<file path="config.mk">
export PLATFORM = sky130hd
export DESIGN_NAME = host_port_ctrl
export DESIGN_NICKNAME = d
export VERILOG_FILES = /design/src/rtl/host_port_pkg.sv /design/src/rtl/req_buffer.sv /design/src/rtl/host_port_ctrl.sv
export SDC_FILE = /design/constraint.sdc
export NUM_CORES = 1
export LEC_CHECK = 0
export BUFFER_PORTS_ARGS = -buffer_cell sky130_fd_sc_hd__buf_4
export CORE_ASPECT_RATIO = 2
export CORE_MARGIN = 4
export CORE_UTILIZATION = 40
export CTS_CLUSTER_SIZE = 25
export DETAILED_ROUTE_END_ITERATION = 7
export PLACE_DENSITY = 0.72
export SLEW_MARGIN = 20
export SYNTH_ARGS = -nofsm -noshare
export SYNTH_HDL_FRONTEND = slang
export SYNTH_SLANG_ARGS = --single-unit
</file>
<file path="constraint.sdc">
create_clock -name ref_clk -period 3.2 [get_ports ref_clk]
set_input_delay 0.16 -clock ref_clk [delete_from_list [all_inputs] [get_ports ref_clk]]
set_output_delay 0.16 -clock ref_clk [all_outputs]
set_load 0.01 [all_outputs]
</file>
<file path="src/rtl/host_port_pkg.sv">
package host_port_pkg;

	localparam int ADDR_W = 32;
	localparam int DATA_W = 32;
	localparam int BS_W = 4;

	// Address that the core fetches the nonmaskable-interrupt handler start from.
	localparam logic [ADDR_W-1:0] NMI_VECTOR_ADDR = 32'hfffffee0;
	// Implicit addressing steps one 32-bit word at a time.
	localparam logic [ADDR_W-1:0] WORD_STEP = 32'h00000004;
	// Window of internal registers; a host write there is captured, not sent to memory.
	localparam logic [ADDR_W-1:0] IO_BASE = 32'hc0000000;
	localparam logic [ADDR_W-1:0] IO_MASK = 32'hffe00000;

	// Legal byte-select patterns during implicit addressing (driven by the host).
	localparam logic [BS_W-1:0] BS_ALL = 4'hf;
	localparam logic [BS_W-1:0] BS_LOW_HALF = 4'h3;
	localparam logic [BS_W-1:0] BS_HIGH_HALF = 4'hc;
	// Byte lane whose access closes a location and may advance the address.
	localparam int LAST_BYTE = 3;

	// Each ref_clk period is one quarter phase of a machine state.
	localparam logic [1:0] QTR_FIRST = 2'h0;
	localparam logic [1:0] QTR_LAST = 2'h3;
	localparam logic [1:0] QTR_STEP = 2'h1;

	localparam logic [ADDR_W-1:0] ADDR_RESET = 32'h00000000;
	localparam logic [DATA_W-1:0] DATA_RESET = 32'h00000000;

	typedef enum logic [1:0] {
		KIND_READ,
		KIND_PREFETCH,
		KIND_WRITE,
		KIND_REG
	} cycle_kind_t;

	typedef enum logic [1:0] {
		ST_IDLE,
		ST_MEM,
		ST_REGWR
	} port_state_t;

	typedef struct packed {
		logic [ADDR_W-1:0] addr;
		logic write;
		logic prefetch;
	} mem_req_t;

	typedef struct packed {
		logic cs_n;
		logic rd_n;
		logic wr_n;
		logic [BS_W-1:0] bs;
		logic [ADDR_W-1:0] addr;
		logic [DATA_W-1:0] lad;
	} host_pins_t;

	localparam mem_req_t MEM_REQ_RESET = '{addr: ADDR_RESET, write: 1'b0, prefetch: 1'b0};

endpackage

</file>
<file path="src/rtl/req_buffer.sv">
`timescale 1ns/100ps
`default_nettype none

// Two-entry buffer; in_ready is registered so the filling side sees no combinational path.
module req_buffer
	import host_port_pkg::*;
(
	input wire logic ref_clk,
	input wire logic arst_n,
	input wire logic in_valid,
	input wire mem_req_t in_data,
	output logic in_ready,
	output logic out_valid,
	output mem_req_t out_data,
	input wire logic out_ready
);

	logic head_valid;
	logic spare_valid;
	mem_req_t spare_data;
	logic next_head_valid;
	logic next_spare_valid;
	mem_req_t next_head_data;
	mem_req_t next_spare_data;
	logic take;
	logic give;

	assign take = in_valid && !spare_valid;
	assign give = head_valid && out_ready;
	assign out_valid = head_valid;
	assign in_ready = !spare_valid;

	always_comb begin
		next_head_valid = head_valid;
		next_spare_valid = spare_valid;
		next_head_data = out_data;
		next_spare_data = spare_data;
		if (give) begin
			next_head_valid = spare_valid;
			next_head_data = spare_data;
			next_spare_valid = 1'b0;
		end
		if (take) begin
			if (!next_head_valid) begin
				next_head_valid = 1'b1;
				next_head_data = in_data;
			end else begin
				next_spare_valid = 1'b1;
				next_spare_data = in_data;
			end
		end
	end

	always_ff @(posedge ref_clk or negedge arst_n) begin
		if (!arst_n) begin
			head_valid <= 1'b0;
			spare_valid <= 1'b0;
			out_data <= MEM_REQ_RESET;
			spare_data <= MEM_REQ_RESET;
		end else begin
			head_valid <= next_head_valid;
			spare_valid <= next_spare_valid;
			out_data <= next_head_data;
			spare_data <= next_spare_data;
		end
	end

endmodule

`default_nettype wire

</file>
<file path="src/rtl/host_port_ctrl.sv">
`timescale 1ns/100ps
`default_nettype none

module host_port_ctrl
	import host_port_pkg::*;
(
	input wire logic ref_clk,
	input wire logic arst_n,
	input wire logic host_chip_select_n,
	input wire logic host_read_strobe_n,
	input wire logic host_write_strobe_n,
	input wire logic [BS_W-1:0] host_byte_selects,
	input wire logic [ADDR_W-1:0] host_addr,
	input wire logic [DATA_W-1:0] local_addr_data_bus,
	output logic host_ready_out,
	output logic transceiver_dir_strobe,
	output logic transceiver_output_enable_n,
	input wire logic auto_increment_enable,
	input wire logic prefetch_on_write_select,
	output logic mem_req_valid,
	output mem_req_t mem_req,
	input wire logic mem_req_ready,
	input wire logic mem_cycle_done,
	output logic reg_wr_valid,
	output logic [ADDR_W-1:0] reg_wr_addr,
	output logic [DATA_W-1:0] reg_wr_data,
	input wire logic halt_request_bit,
	input wire logic host_nmi_set,
	input wire logic irq_context_skip_bit,
	input wire logic cache_flush_bit,
	input wire logic core_instr_boundary,
	input wire logic core_interruptible_point,
	output logic halt_acknowledge_bit,
	output logic core_halted,
	output logic nmi_pending,
	output logic nmi_take,
	output logic [ADDR_W-1:0] nmi_vector,
	output logic nmi_save_context,
	output logic icache_flush
);

	// Host pins arrive asynchronously; two stages before anything looks at them.
	host_pins_t pins_raw;
	host_pins_t pins_s1;
	host_pins_t pins_s2;
	host_pins_t pins_d;

	assign pins_raw = '{cs_n: host_chip_select_n, rd_n: host_read_strobe_n,
		wr_n: host_write_strobe_n, bs: host_byte_selects, addr: host_addr,
		lad: local_addr_data_bus};

	always_ff @(posedge ref_clk or negedge arst_n) begin
		if (!arst_n) begin
			pins_s1 <= '{cs_n: 1'b1, rd_n: 1'b1, wr_n: 1'b1, bs: '0, addr: ADDR_RESET,
				lad: DATA_RESET};
			pins_s2 <= '{cs_n: 1'b1, rd_n: 1'b1, wr_n: 1'b1, bs: '0, addr: ADDR_RESET,
				lad: DATA_RESET};
			pins_d <= '{cs_n: 1'b1, rd_n: 1'b1, wr_n: 1'b1, bs: '0, addr: ADDR_RESET,
				lad: DATA_RESET};
		end else begin
			pins_s1 <= pins_raw;
			pins_s2 <= pins_s1;
			pins_d <= pins_s2;
		end
	end

	logic strobe_n;
	logic strobe_prev_n;
	logic lead;
	logic trail;
	logic cs_fall;

	// The request strobe is low only while chip select and a strobe are both low.
	assign strobe_n = pins_s2.cs_n | (pins_s2.rd_n & pins_s2.wr_n);
	assign strobe_prev_n = pins_d.cs_n | (pins_d.rd_n & pins_d.wr_n);
	assign lead = strobe_prev_n && !strobe_n;
	assign trail = !strobe_prev_n && strobe_n;
	assign cs_fall = pins_d.cs_n && !pins_s2.cs_n;

	// Quarter-phase counter: four ref_clk periods make one machine state.
	logic [1:0] qtr;
	logic [1:0] next_qtr;

	always_comb begin
		next_qtr = qtr + QTR_STEP;
	end

	always_ff @(posedge ref_clk or negedge arst_n) begin
		if (!arst_n) begin
			qtr <= QTR_FIRST;
		end else begin
			qtr <= next_qtr;
		end
	end

	port_state_t state, next_state;
	logic [ADDR_W-1:0] cur_addr, next_cur_addr;
	logic [ADDR_W-1:0] held_addr, next_held_addr;
	logic held_valid, next_held_valid;
	logic req_active, next_req_active;
	logic req_write, next_req_write;
	logic req_last, next_req_last;
	logic [ADDR_W-1:0] req_addr, next_req_addr;
	logic pend, next_pend;
	logic late, next_late;
	cycle_kind_t pend_kind, next_pend_kind;
	logic [ADDR_W-1:0] pend_addr, next_pend_addr;
	cycle_kind_t cyc_kind, next_cyc_kind;
	logic [ADDR_W-1:0] cyc_addr, next_cyc_addr;
	logic after_pf, next_after_pf;
	logic next_ready;
	logic next_transceiver_dir_strobe;
	logic next_hoe_n;
	logic next_reg_wr_valid;
	logic [ADDR_W-1:0] next_reg_wr_addr;
	logic [DATA_W-1:0] next_reg_wr_data;

	logic push;
	logic buf_in_ready;
	logic idle_now;
	logic done;
	logic [ADDR_W-1:0] addr_now;
	logic [ADDR_W-1:0] addr_after;
	logic read_hit;
	logic req_is_io;
	logic cyc_fetched;
	mem_req_t push_data;

	assign idle_now = (state == ST_IDLE) && !pend && !after_pf;
	assign addr_now = cs_fall ? pins_s2.addr : cur_addr;
	assign addr_after = req_addr + WORD_STEP;
	assign read_hit = auto_increment_enable && held_valid && (held_addr == addr_now);
	assign req_is_io = (req_addr & IO_MASK) == IO_BASE;
	assign cyc_fetched = (cyc_kind == KIND_READ) || (cyc_kind == KIND_PREFETCH);
	assign done = ((state == ST_MEM) && mem_cycle_done) ||
		((state == ST_REGWR) && (qtr == QTR_LAST));
	assign push_data = '{addr: pend_addr, write: pend_kind == KIND_WRITE,
		prefetch: pend_kind == KIND_PREFETCH};

	always_comb begin
		next_state = state;
		next_cur_addr = cur_addr;
		next_held_addr = held_addr;
		next_held_valid = held_valid;
		next_req_active = req_active;
		next_req_write = req_write;
		next_req_last = req_last;
		next_req_addr = req_addr;
		next_pend = pend;
		next_late = late;
		next_pend_kind = pend_kind;
		next_pend_addr = pend_addr;
		next_cyc_kind = cyc_kind;
		next_cyc_addr = cyc_addr;
		next_after_pf = after_pf;
		next_ready = host_ready_out;
		next_transceiver_dir_strobe = transceiver_dir_strobe;
		next_hoe_n = transceiver_output_enable_n;
		next_reg_wr_valid = 1'b0;
		next_reg_wr_addr = reg_wr_addr;
		next_reg_wr_data = reg_wr_data;
		push = 1'b0;
		if (cs_fall) begin
			next_cur_addr = pins_s2.addr;
		end
		if (lead) begin
			next_req_active = 1'b1;
			next_req_write = !pins_s2.wr_n;
			next_req_last = pins_s2.bs[LAST_BYTE];
			next_req_addr = addr_now;
			if (!pins_s2.wr_n) begin
				next_ready = idle_now;
			end else if (read_hit) begin
				next_ready = idle_now;
			end else begin
				next_ready = 1'b0;
				if (idle_now) begin
					next_pend = 1'b1;
					next_pend_kind = KIND_READ;
					next_pend_addr = addr_now;
					next_late = (qtr == QTR_LAST);
				end
			end
		end
		if (trail) begin
			next_req_active = 1'b0;
			next_ready = 1'b0;
			if (req_write) begin
				next_held_valid = 1'b0;
				next_pend = 1'b1;
				next_pend_kind = req_is_io ? KIND_REG : KIND_WRITE;
				next_pend_addr = req_addr;
				next_late = (qtr == QTR_LAST);
				if (auto_increment_enable && req_last) begin
					next_cur_addr = addr_after;
					next_after_pf = prefetch_on_write_select && !req_is_io;
				end
			end else if (auto_increment_enable && req_last) begin
				next_cur_addr = addr_after;
				if (!prefetch_on_write_select) begin
					next_pend = 1'b1;
					next_pend_kind = KIND_PREFETCH;
					next_pend_addr = addr_after;
					next_late = (qtr == QTR_LAST);
				end
			end
		end
		// A pending cycle starts only on a machine-state boundary; a late strobe waits one more.
		if ((qtr == QTR_LAST) && pend) begin
			if (late) begin
				next_late = 1'b0;
			end else if ((state == ST_IDLE) && buf_in_ready) begin
				push = (pend_kind != KIND_REG);
				next_pend = 1'b0;
				next_cyc_kind = pend_kind;
				next_cyc_addr = pend_addr;
				next_state = (pend_kind == KIND_REG) ? ST_REGWR : ST_MEM;
				next_hoe_n = !((pend_kind == KIND_WRITE) || (pend_kind == KIND_REG));
				next_transceiver_dir_strobe = !((pend_kind == KIND_READ) || (pend_kind == KIND_PREFETCH));
			end
		end
		if (done) begin
			next_state = ST_IDLE;
			next_hoe_n = 1'b1;
			next_transceiver_dir_strobe = 1'b1;
			if (state == ST_REGWR) begin
				next_reg_wr_valid = 1'b1;
				next_reg_wr_addr = cyc_addr;
				next_reg_wr_data = pins_s2.lad;
			end
			if (cyc_fetched) begin
				next_held_addr = cyc_addr;
				next_held_valid = 1'b1;
			end
			if (after_pf && (cyc_kind == KIND_WRITE) && !next_pend) begin
				// Ready stays low here so a waiting request sees the prefetched word.
				next_after_pf = 1'b0;
				next_pend = 1'b1;
				next_pend_kind = KIND_PREFETCH;
				next_pend_addr = next_cur_addr;
				next_late = (qtr == QTR_LAST);
			end else if (next_req_active && !next_ready) begin
				if (next_req_write) begin
					next_ready = 1'b1;
				end else if (cyc_fetched && (cyc_addr == next_req_addr)) begin
					next_ready = 1'b1;
				end else if (!next_pend) begin
					next_pend = 1'b1;
					next_pend_kind = KIND_READ;
					next_pend_addr = next_req_addr;
					next_late = (qtr == QTR_LAST);
				end
			end
		end
	end

	always_ff @(posedge ref_clk or negedge arst_n) begin
		if (!arst_n) begin
			state <= ST_IDLE;
			cur_addr <= ADDR_RESET;
			held_addr <= ADDR_RESET;
			held_valid <= 1'b0;
			req_active <= 1'b0;
			req_write <= 1'b0;
			req_last <= 1'b0;
			req_addr <= ADDR_RESET;
			pend <= 1'b0;
			late <= 1'b0;
			pend_kind <= KIND_READ;
			pend_addr <= ADDR_RESET;
			cyc_kind <= KIND_READ;
			cyc_addr <= ADDR_RESET;
			after_pf <= 1'b0;
			host_ready_out <= 1'b0;
			transceiver_dir_strobe <= 1'b1;
			transceiver_output_enable_n <= 1'b1;
			reg_wr_valid <= 1'b0;
			reg_wr_addr <= ADDR_RESET;
			reg_wr_data <= DATA_RESET;
		end else begin
			state <= next_state;
			cur_addr <= next_cur_addr;
			held_addr <= next_held_addr;
			held_valid <= next_held_valid;
			req_active <= next_req_active;
			req_write <= next_req_write;
			req_last <= next_req_last;
			req_addr <= next_req_addr;
			pend <= next_pend;
			late <= next_late;
			pend_kind <= next_pend_kind;
			pend_addr <= next_pend_addr;
			cyc_kind <= next_cyc_kind;
			cyc_addr <= next_cyc_addr;
			after_pf <= next_after_pf;
			host_ready_out <= next_ready;
			transceiver_dir_strobe <= next_transceiver_dir_strobe;
			transceiver_output_enable_n <= next_hoe_n;
			reg_wr_valid <= next_reg_wr_valid;
			reg_wr_addr <= next_reg_wr_addr;
			reg_wr_data <= next_reg_wr_data;
		end
	end

	// A full buffer holds the pending cycle back instead of dropping it.
	req_buffer u_req_buffer (
		.ref_clk(ref_clk),
		.arst_n(arst_n),
		.in_valid(push),
		.in_data(push_data),
		.in_ready(buf_in_ready),
		.out_valid(mem_req_valid),
		.out_data(mem_req),
		.out_ready(mem_req_ready)
	);

	// Halt and host interrupt control.
	logic halted, next_halted;
	logic next_nmi_pending;
	logic next_nmi_take;
	logic [ADDR_W-1:0] next_nmi_vector;
	logic next_save_context;
	logic take_now;

	// The core is not executing while halted, so the interrupt waits for release.
	assign take_now = nmi_pending && core_interruptible_point && !halted;

	always_comb begin
		next_halted = halted;
		next_nmi_pending = nmi_pending;
		next_nmi_vector = nmi_vector;
		next_save_context = nmi_save_context;
		next_nmi_take = take_now;
		if (take_now) begin
			next_nmi_pending = 1'b0;
			next_nmi_vector = NMI_VECTOR_ADDR;
			next_save_context = !irq_context_skip_bit;
		end
		if (host_nmi_set) begin
			next_nmi_pending = 1'b1;
		end
		if (!halted) begin
			if (halt_request_bit && (core_instr_boundary || take_now)) begin
				next_halted = 1'b1;
			end
		end else if (!halt_request_bit) begin
			next_halted = 1'b0;
		end
	end

	always_ff @(posedge ref_clk or negedge arst_n) begin
		if (!arst_n) begin
			halted <= 1'b0;
			core_halted <= 1'b0;
			halt_acknowledge_bit <= 1'b0;
			nmi_pending <= 1'b0;
			nmi_take <= 1'b0;
			nmi_vector <= ADDR_RESET;
			nmi_save_context <= 1'b1;
			icache_flush <= 1'b0;
		end else begin
			halted <= next_halted;
			core_halted <= next_halted;
			halt_acknowledge_bit <= next_halted;
			nmi_pending <= next_nmi_pending;
			nmi_take <= next_nmi_take;
			nmi_vector <= next_nmi_vector;
			nmi_save_context <= next_save_context;
			icache_flush <= cache_flush_bit;
		end
	end

endmodule

`default_nettype wire

</file>
== Yosys cells after proc, flatten, opt, wreduce, memory -nomap -nowiden ==
Index checks and enable logic that the tools add are counted.

* Logic and storage cells: 240
* Input bits: 83
* Bits in registers: 464

* Reduce and logical (&&, ||, !) cells: 52
* Eq/ne operators: 13
* Multiplexer cells: 117
* Bitwise gates (word level): 5
* Add/sub/neg operators: 2

{| class="wikitable"
|+ Operator list
! cell !! count
|-
| 32-bit two-way mux || 18
|-
| 34-bit two-way mux || 3
|-
| 1-bit two-way mux || 77
|-
| 32-bit == test || 2
|-
| 2-bit two-way mux || 19
|-
| 32-bit by 3-bit adder with 32-bit output, second input constant || 1
|-
| 1-bit logical AND || 22
|-
| 1-bit zero test || 14
|-
| 11-bit == test, second input constant || 1
|-
| 2-bit == test, second input constant || 5
|-
| 2-bit by 1-bit == test with 1-bit output, second input constant || 3
|-
| 2-bit zero test || 3
|-
| 2-bit AND reduction || 3
|-
| 3-bit AND reduction || 2
|-
| 2-bit nonzero test || 3
|-
| 1-bit logical OR || 5
|-
| 2-bit by 1-bit adder with 2-bit output, second input constant || 1
|-
| 1-bit bitwise AND || 2
|-
| 2-bit by 1-bit != test with 1-bit output, second input constant || 1
|-
| 2-bit != test, second input constant || 1
|-
| 1-bit bitwise OR || 2
|-
| 1-bit NOT || 1
|}

== Logic depth before layout (Yosys ltp) ==
* Word-level depth: 21
* Gate-level depth with buffers: 16

== By module ==
A second synthesis with hierarchy kept.

* Cells, all modules: 1646
* Area, all modules: 19508.7 µm²

{| class="wikitable"
|+ By module, submodules not included
! module !! cells an instance !! instances !! area an instance (µm²) !! seq. area each (µm²)
|-
| host_port_ctrl || 1455 || 1 || 16489.6 || 9724.3
|-
| req_buffer || 191 || 1 || 3019.1 || 1751.7
|}

== Worst setup path before layout ==
OpenSTA, ideal clock, no wires.

* Kind: reg-to-reg
* Start point: register pins_d[70] (netlist name)
* End point: register pend_addr[1]
* Data arrival time: 3.149 ns
* Slack: -0.072 ns
* Path buffers: 5
* Required time: 3.077 ns
* Cell stages (with the launch flop): 16
* Cell sequence: dfstp_2 nor2b_1 buf_6 buf_6 buf_6 buf_6 mux2i_1 a211o_1 nand4_1 nor4_1 nand4_1 o211a_1 a21o_1 buf_6 a211o_1 o221a_2

* Word-level cells in the longest chain between the ends: 20
* Elaborated cells between the ends (all ways): 48

{| class="wikitable"
|+ Ends and longest elaborated chain
! item !! line !! text
|-
| start: declaration || host_port_ctrl.sv:46 || <nowiki>host_pins_t pins_d;</nowiki>
|-
| start signal: assignment || host_port_ctrl.sv:58 || <nowiki>pins_d <= '{cs_n: 1'b1, rd_n: 1'b1, wr_n: 1'b1, bs: '0, addr: ADDR_RESET,</nowiki>
|-
| start signal: assignment || host_port_ctrl.sv:63 || <nowiki>pins_d <= pins_s2;</nowiki>
|-
| 1-bit logical AND || host_port_ctrl.sv:78 || <nowiki>assign cs_fall = pins_d.cs_n && !pins_s2.cs_n;</nowiki>
|-
| 32-bit two-way mux || host_port_ctrl.sv:130, host_port_ctrl.sv:163 ||
|-
| 32-bit == test || host_port_ctrl.sv:132 || <nowiki>assign read_hit = auto_increment_enable && held_valid && (held_addr == addr_now);</nowiki>
|-
| 1-bit logical AND || host_port_ctrl.sv:132 ||
|-
| 1-bit two-way mux || host_port_ctrl.sv:173 || <nowiki>end else if (read_hit) begin</nowiki>
|-
| 1-bit two-way mux || host_port_ctrl.sv:171 || <nowiki>if (!pins_s2.wr_n) begin</nowiki>
|-
| 1-bit two-way mux || host_port_ctrl.sv:166 || <nowiki>if (lead) begin</nowiki>
|-
| 1-bit two-way mux || host_port_ctrl.sv:200 || <nowiki>if (!prefetch_on_write_select) begin</nowiki>
|-
| (+5 left out) || n/a ||
|-
| 1-bit two-way mux || host_port_ctrl.sv:209 || <nowiki>if ((qtr == QTR_LAST) && pend) begin</nowiki>
|-
| 32-bit two-way mux || host_port_ctrl.sv:247 || <nowiki>end else if (!next_pend) begin</nowiki>
|-
| 32-bit two-way mux || host_port_ctrl.sv:245 || <nowiki>end else if (cyc_fetched && (cyc_addr == next_req_addr)) begin</nowiki>
|-
| 32-bit two-way mux || host_port_ctrl.sv:243 || <nowiki>if (next_req_write) begin</nowiki>
|-
| 32-bit two-way mux || host_port_ctrl.sv:242 || <nowiki>end else if (next_req_active && !next_ready) begin</nowiki>
|-
| 32-bit two-way mux || host_port_ctrl.sv:235 || <nowiki>if (after_pf && (cyc_kind == KIND_WRITE) && !next_pend) begin</nowiki>
|-
| 32-bit two-way mux (*) || host_port_ctrl.sv:222 || <nowiki>if (done) begin</nowiki>
|-
| via next_pend_addr[1] || host_port_ctrl.sv:107 || <nowiki>logic [ADDR_W-1:0] pend_addr, next_pend_addr;</nowiki>
|-
| end signal: assignment || host_port_ctrl.sv:292 || <nowiki>pend_addr <= next_pend_addr;</nowiki>
|-
| end: declaration || host_port_ctrl.sv:107 ||
|}

The timed path passes the listed nets; every way through them passes the cells marked *.
A chain may end at the register's enable or synchronous reset.

== Final worst setup path ==
* Start point: register pins_d[70] (netlist name)
* End point: register pend_addr[26]

The elaborated chain is that of the path after synthesis.

==> results.cfg <==
[logic_synthesis]
synth.avg_cell_area_um2 = 11.0
synth_cell_types = 77
yosys_most_used_dff = dfrtp_1
postSynthRegisterBits = 458
seq_area_frac_synth = 0.576
ys_async_sr_fraction = 1.00
ys_top_cells_by_area = dfrtp_1, mux2_2, nand2_1
netlist_area_um2 = 19900
synth_edf_count = 0
syn_inst = 1810
synth_top_area_share = 0.560
synth_area_leader_cell = dfrtp_1
synth.most_common_cell = dfrtp_1
ys_top_cells_by_count = dfrtp_1, nand2_1, o21ai_0, mux2_2, a21oi_1
synth_warnings = 0

[final_layout]
drive_gt1_frac = 0.327
final_nets = 2351
area_delta_synth_final_pct = 33.5
final_area_um2 = 26600

[power_and_ir_drop]
vdd_drop_max_uv = 558
powerDensity_nw_per_um2 = 770
switchingPower_uw = 7130
p_leak_uw = 0.0123
power_frac_comb = 0.301
p_sw_frac = 0.348
clock_power_share = 0.256
power.internal_uw = 13400
power_frac_seq = 0.444

[timing]
rsz0062_at_grt = true
timing.hold.ws_ns = 0.0886
timing.slew.headroom = 0.445
clock.fmax_ghz = 0.275
finalSetupViolCount = 37
fin_skew_ns = 0.0167
finalCriticalPeriod_ns = 3.63
drv_slew = 0
hold_violations = 0
worst_slack_ns = -0.434
fin_crit_sh = 1.14
worstMarginPinSlew_ns = 0.823

[routing]
final_antenna_net_count = 0
wl_per_cell_um = 24.0
vias_per_cell = 5.57
dr.first_iter.drc_count = 1274
dr.pass1.iters = 7
vias = 16400
routed_wl_um = 70400
drc = 0

[floorplanning]
initial_core_util = 0.405
die_area_um2 = 53700
io_pins = 224
core_area_um2 = 49200
die_h_um = 324
die_x_um = 166
rows = 115

[setup_path]
ff2ff_path_depth = 13
slowest_delay_ns = 0.63
slowest_stage = dfstp_2
crit_path_end_kind = flip-flop
cp-start-kind = flip-flop
critPathRequiredTime_ns = 3.67
cp_data_arrival_time_ns = 4.11
cp_max_fo = 15
r2r_slack_ns = -0.43
critical_path.endpoint = pend_addr[26]
r2r-end = pend_addr[26]
r2r-start = pins_d[70]
path_class = flip-flop to flip-flop
crit_chain = nor2b_4, buf_12, buf_16, buf_6, mux2i_2, a211o_1, nand4_1, nor4_4, nand4_1, o211a_4, a21o_4, buf_12, o211ai_1
startpoint = pins_d[70]

[global_route]
grt_overflow_total = 0
grt_antenna_before_repair = 1
grt_pass1_wl_um = 106000
grt_max_degree = 107
grt_use_total = 0.258
grt_pass1_vias = 16800

[cts]
clk_pin_slew_ns = 0.07
cts_tree = yes
cts_max_level = 2
cts_sinks = 458
cts_inserted_buffers = 42
insertion_delay_ns = 0.57
cts_root_buffer = clkbuf_16
cts_buffer_depth = 3

[worst_hold_path]
min-delay-start = auto_increment_enable
min_path_type = primary input to flip-flop

[placed_design]
dp_hpwl_um = 53300
place.port_buffers = 214
place.gp.congestion = 0.963
place_area_um2 = 23700

[job]
max_cap_violations = 0

[outcome]
status = finished with violations
violations = negative setup slack
-- how the worst min path moves through the flow --
| stage | end | slack, ns | cells past startpoint |
|---|---|---|---|
| floorplan | after_pf | -0.14 | 0 |
| global placement | reg_wr_addr[4] | 0.13 | 1 |
| detailed placement | reg_wr_addr[9] | 0.14 | 1 |
| CTS | after_pf | 0.06 | 4 |
| global route | after_pf | 0.16 | 4 |
| finish | after_pf | 0.09 | 4 |
-- logic make-up after synthesis --
kind of cell,after synthesis,synth area share
compound gates,440,0.142
xor+xnor,46,0.0202
fa+ha+maj,2,0.00126
buf+inv,182,0.0443
flops,458,0.576
mux,183,0.100
other cells,1,0.000188
simple gates,498,0.116
-- power groups by stage --
stage	combinational [uW]	sequential (uW)	clock (uW)
finish	6160	9090	5240
global route	6600	9250	5610
CTS	6080	9070	5390
detailed placement	5720	9160	0
global placement	5660	9100	0
floorplan	2820	8520	0
-- per-layer routing --
layer  wire length (um)  up-vias  track usage
li1                   -     7311            -
met3               4200      226       0.0391
met1              25600     8105        0.295
met5                  0        -            0
met4               5660        0        0.174
met2              35000      747        0.448
-- flip-flops by register name (all words and copies together), names as in the netlist, 2 cells and up --
signal,flops
pins_s1,68
pins_s2,68
u_req_buffer.out_data,34
u_req_buffer.spare_data,34
cur_addr,32
cyc_addr,32
held_addr,32
pend_addr,32
reg_wr_addr,32
reg_wr_data,32
req_addr,32
pins_d,3
cyc_kind,2
pend_kind,2
qtr,2
state,2
-- critical path, delay by kind of cell, from the launching register on --
kind / cells / cell delay (ns)
flip-flops: 1 / 0.63
multiplexers: 1 / 0.23
AO/OA/AOI/OAI: 4 / 0.92
buffers and inverters: 4 / 0.55
AND/OR/NAND/NOR: 4 / 1.19
-- repair_timing --
item | 4_1_cts | 5_1_grt
setup buffers | 16 | 7
resized for setup | 81 | 13
hold buffers | 77 | 0
setup endpoints to repair | 38 | 38
cloned | 3 | 0
hold endpoints to repair | 133 | 0
pin swaps | 14 | 15
-- layout make-up --
class	count	area, um2
diodes	1	2.50
clock buffers	59	1220
clock inverters	16	208
fillers	4253	22600
inverters	44	165
multi-input cells	1175	8090
flip-flops and latches	458	11500
well taps	643	805
repair buffers	545	4640
-- cell usage in the layout (no fill, tap or decap), types with 13 or more instances in the layout --
cell | synthesis | routed
a211o_1 | 22 | 22
a21oi_1 | 99 | 97
and3_1 | 14 | 13
buf_12 | 0 | 17
buf_4 | 35 | 430
buf_6 | 8 | 15
clkbuf_16 | 0 | 43
dfrtp_1 | 446 | 446
dlygate4sd3_1 | 0 | 77
inv_1 | 43 | 43
mux2_2 | 119 | 119
mux2i_1 | 61 | 45
nand2_1 | 232 | 230
nand3_1 | 40 | 38
nand4_1 | 17 | 17
nor2_1 | 79 | 75
nor2b_1 | 31 | 30
nor3_1 | 32 | 29
o211ai_1 | 37 | 37
o21ai_0 | 144 | 140
xnor2_1 | 22 | 20
xor2_1 | 24 | 24
-- per-stage QoR --
| stage | cells | power, uW | setup WS [ns] | util | TNS [ns] |
|---|---|---|---|---|---|
| after global placement | 2762 | 14800 | -1.08 | 0.481 | -37.82 |
| after global routing | 2940 | 21500 | -0.433 | 0.541 | -13.34 |
| after detailed placement | 2762 | 14900 | -1.14 | 0.481 | -39.24 |
| after floorplan | 1815 | 11300 | -0.0189 | - | -0.0379 |
| after CTS | 2933 | 20500 | -0.365 | 0.538 | -10.75 |
| final | 2941 | 20500 | -0.434 | 0.541 | -12.77 |
Power figures use the tool's default switching activity.
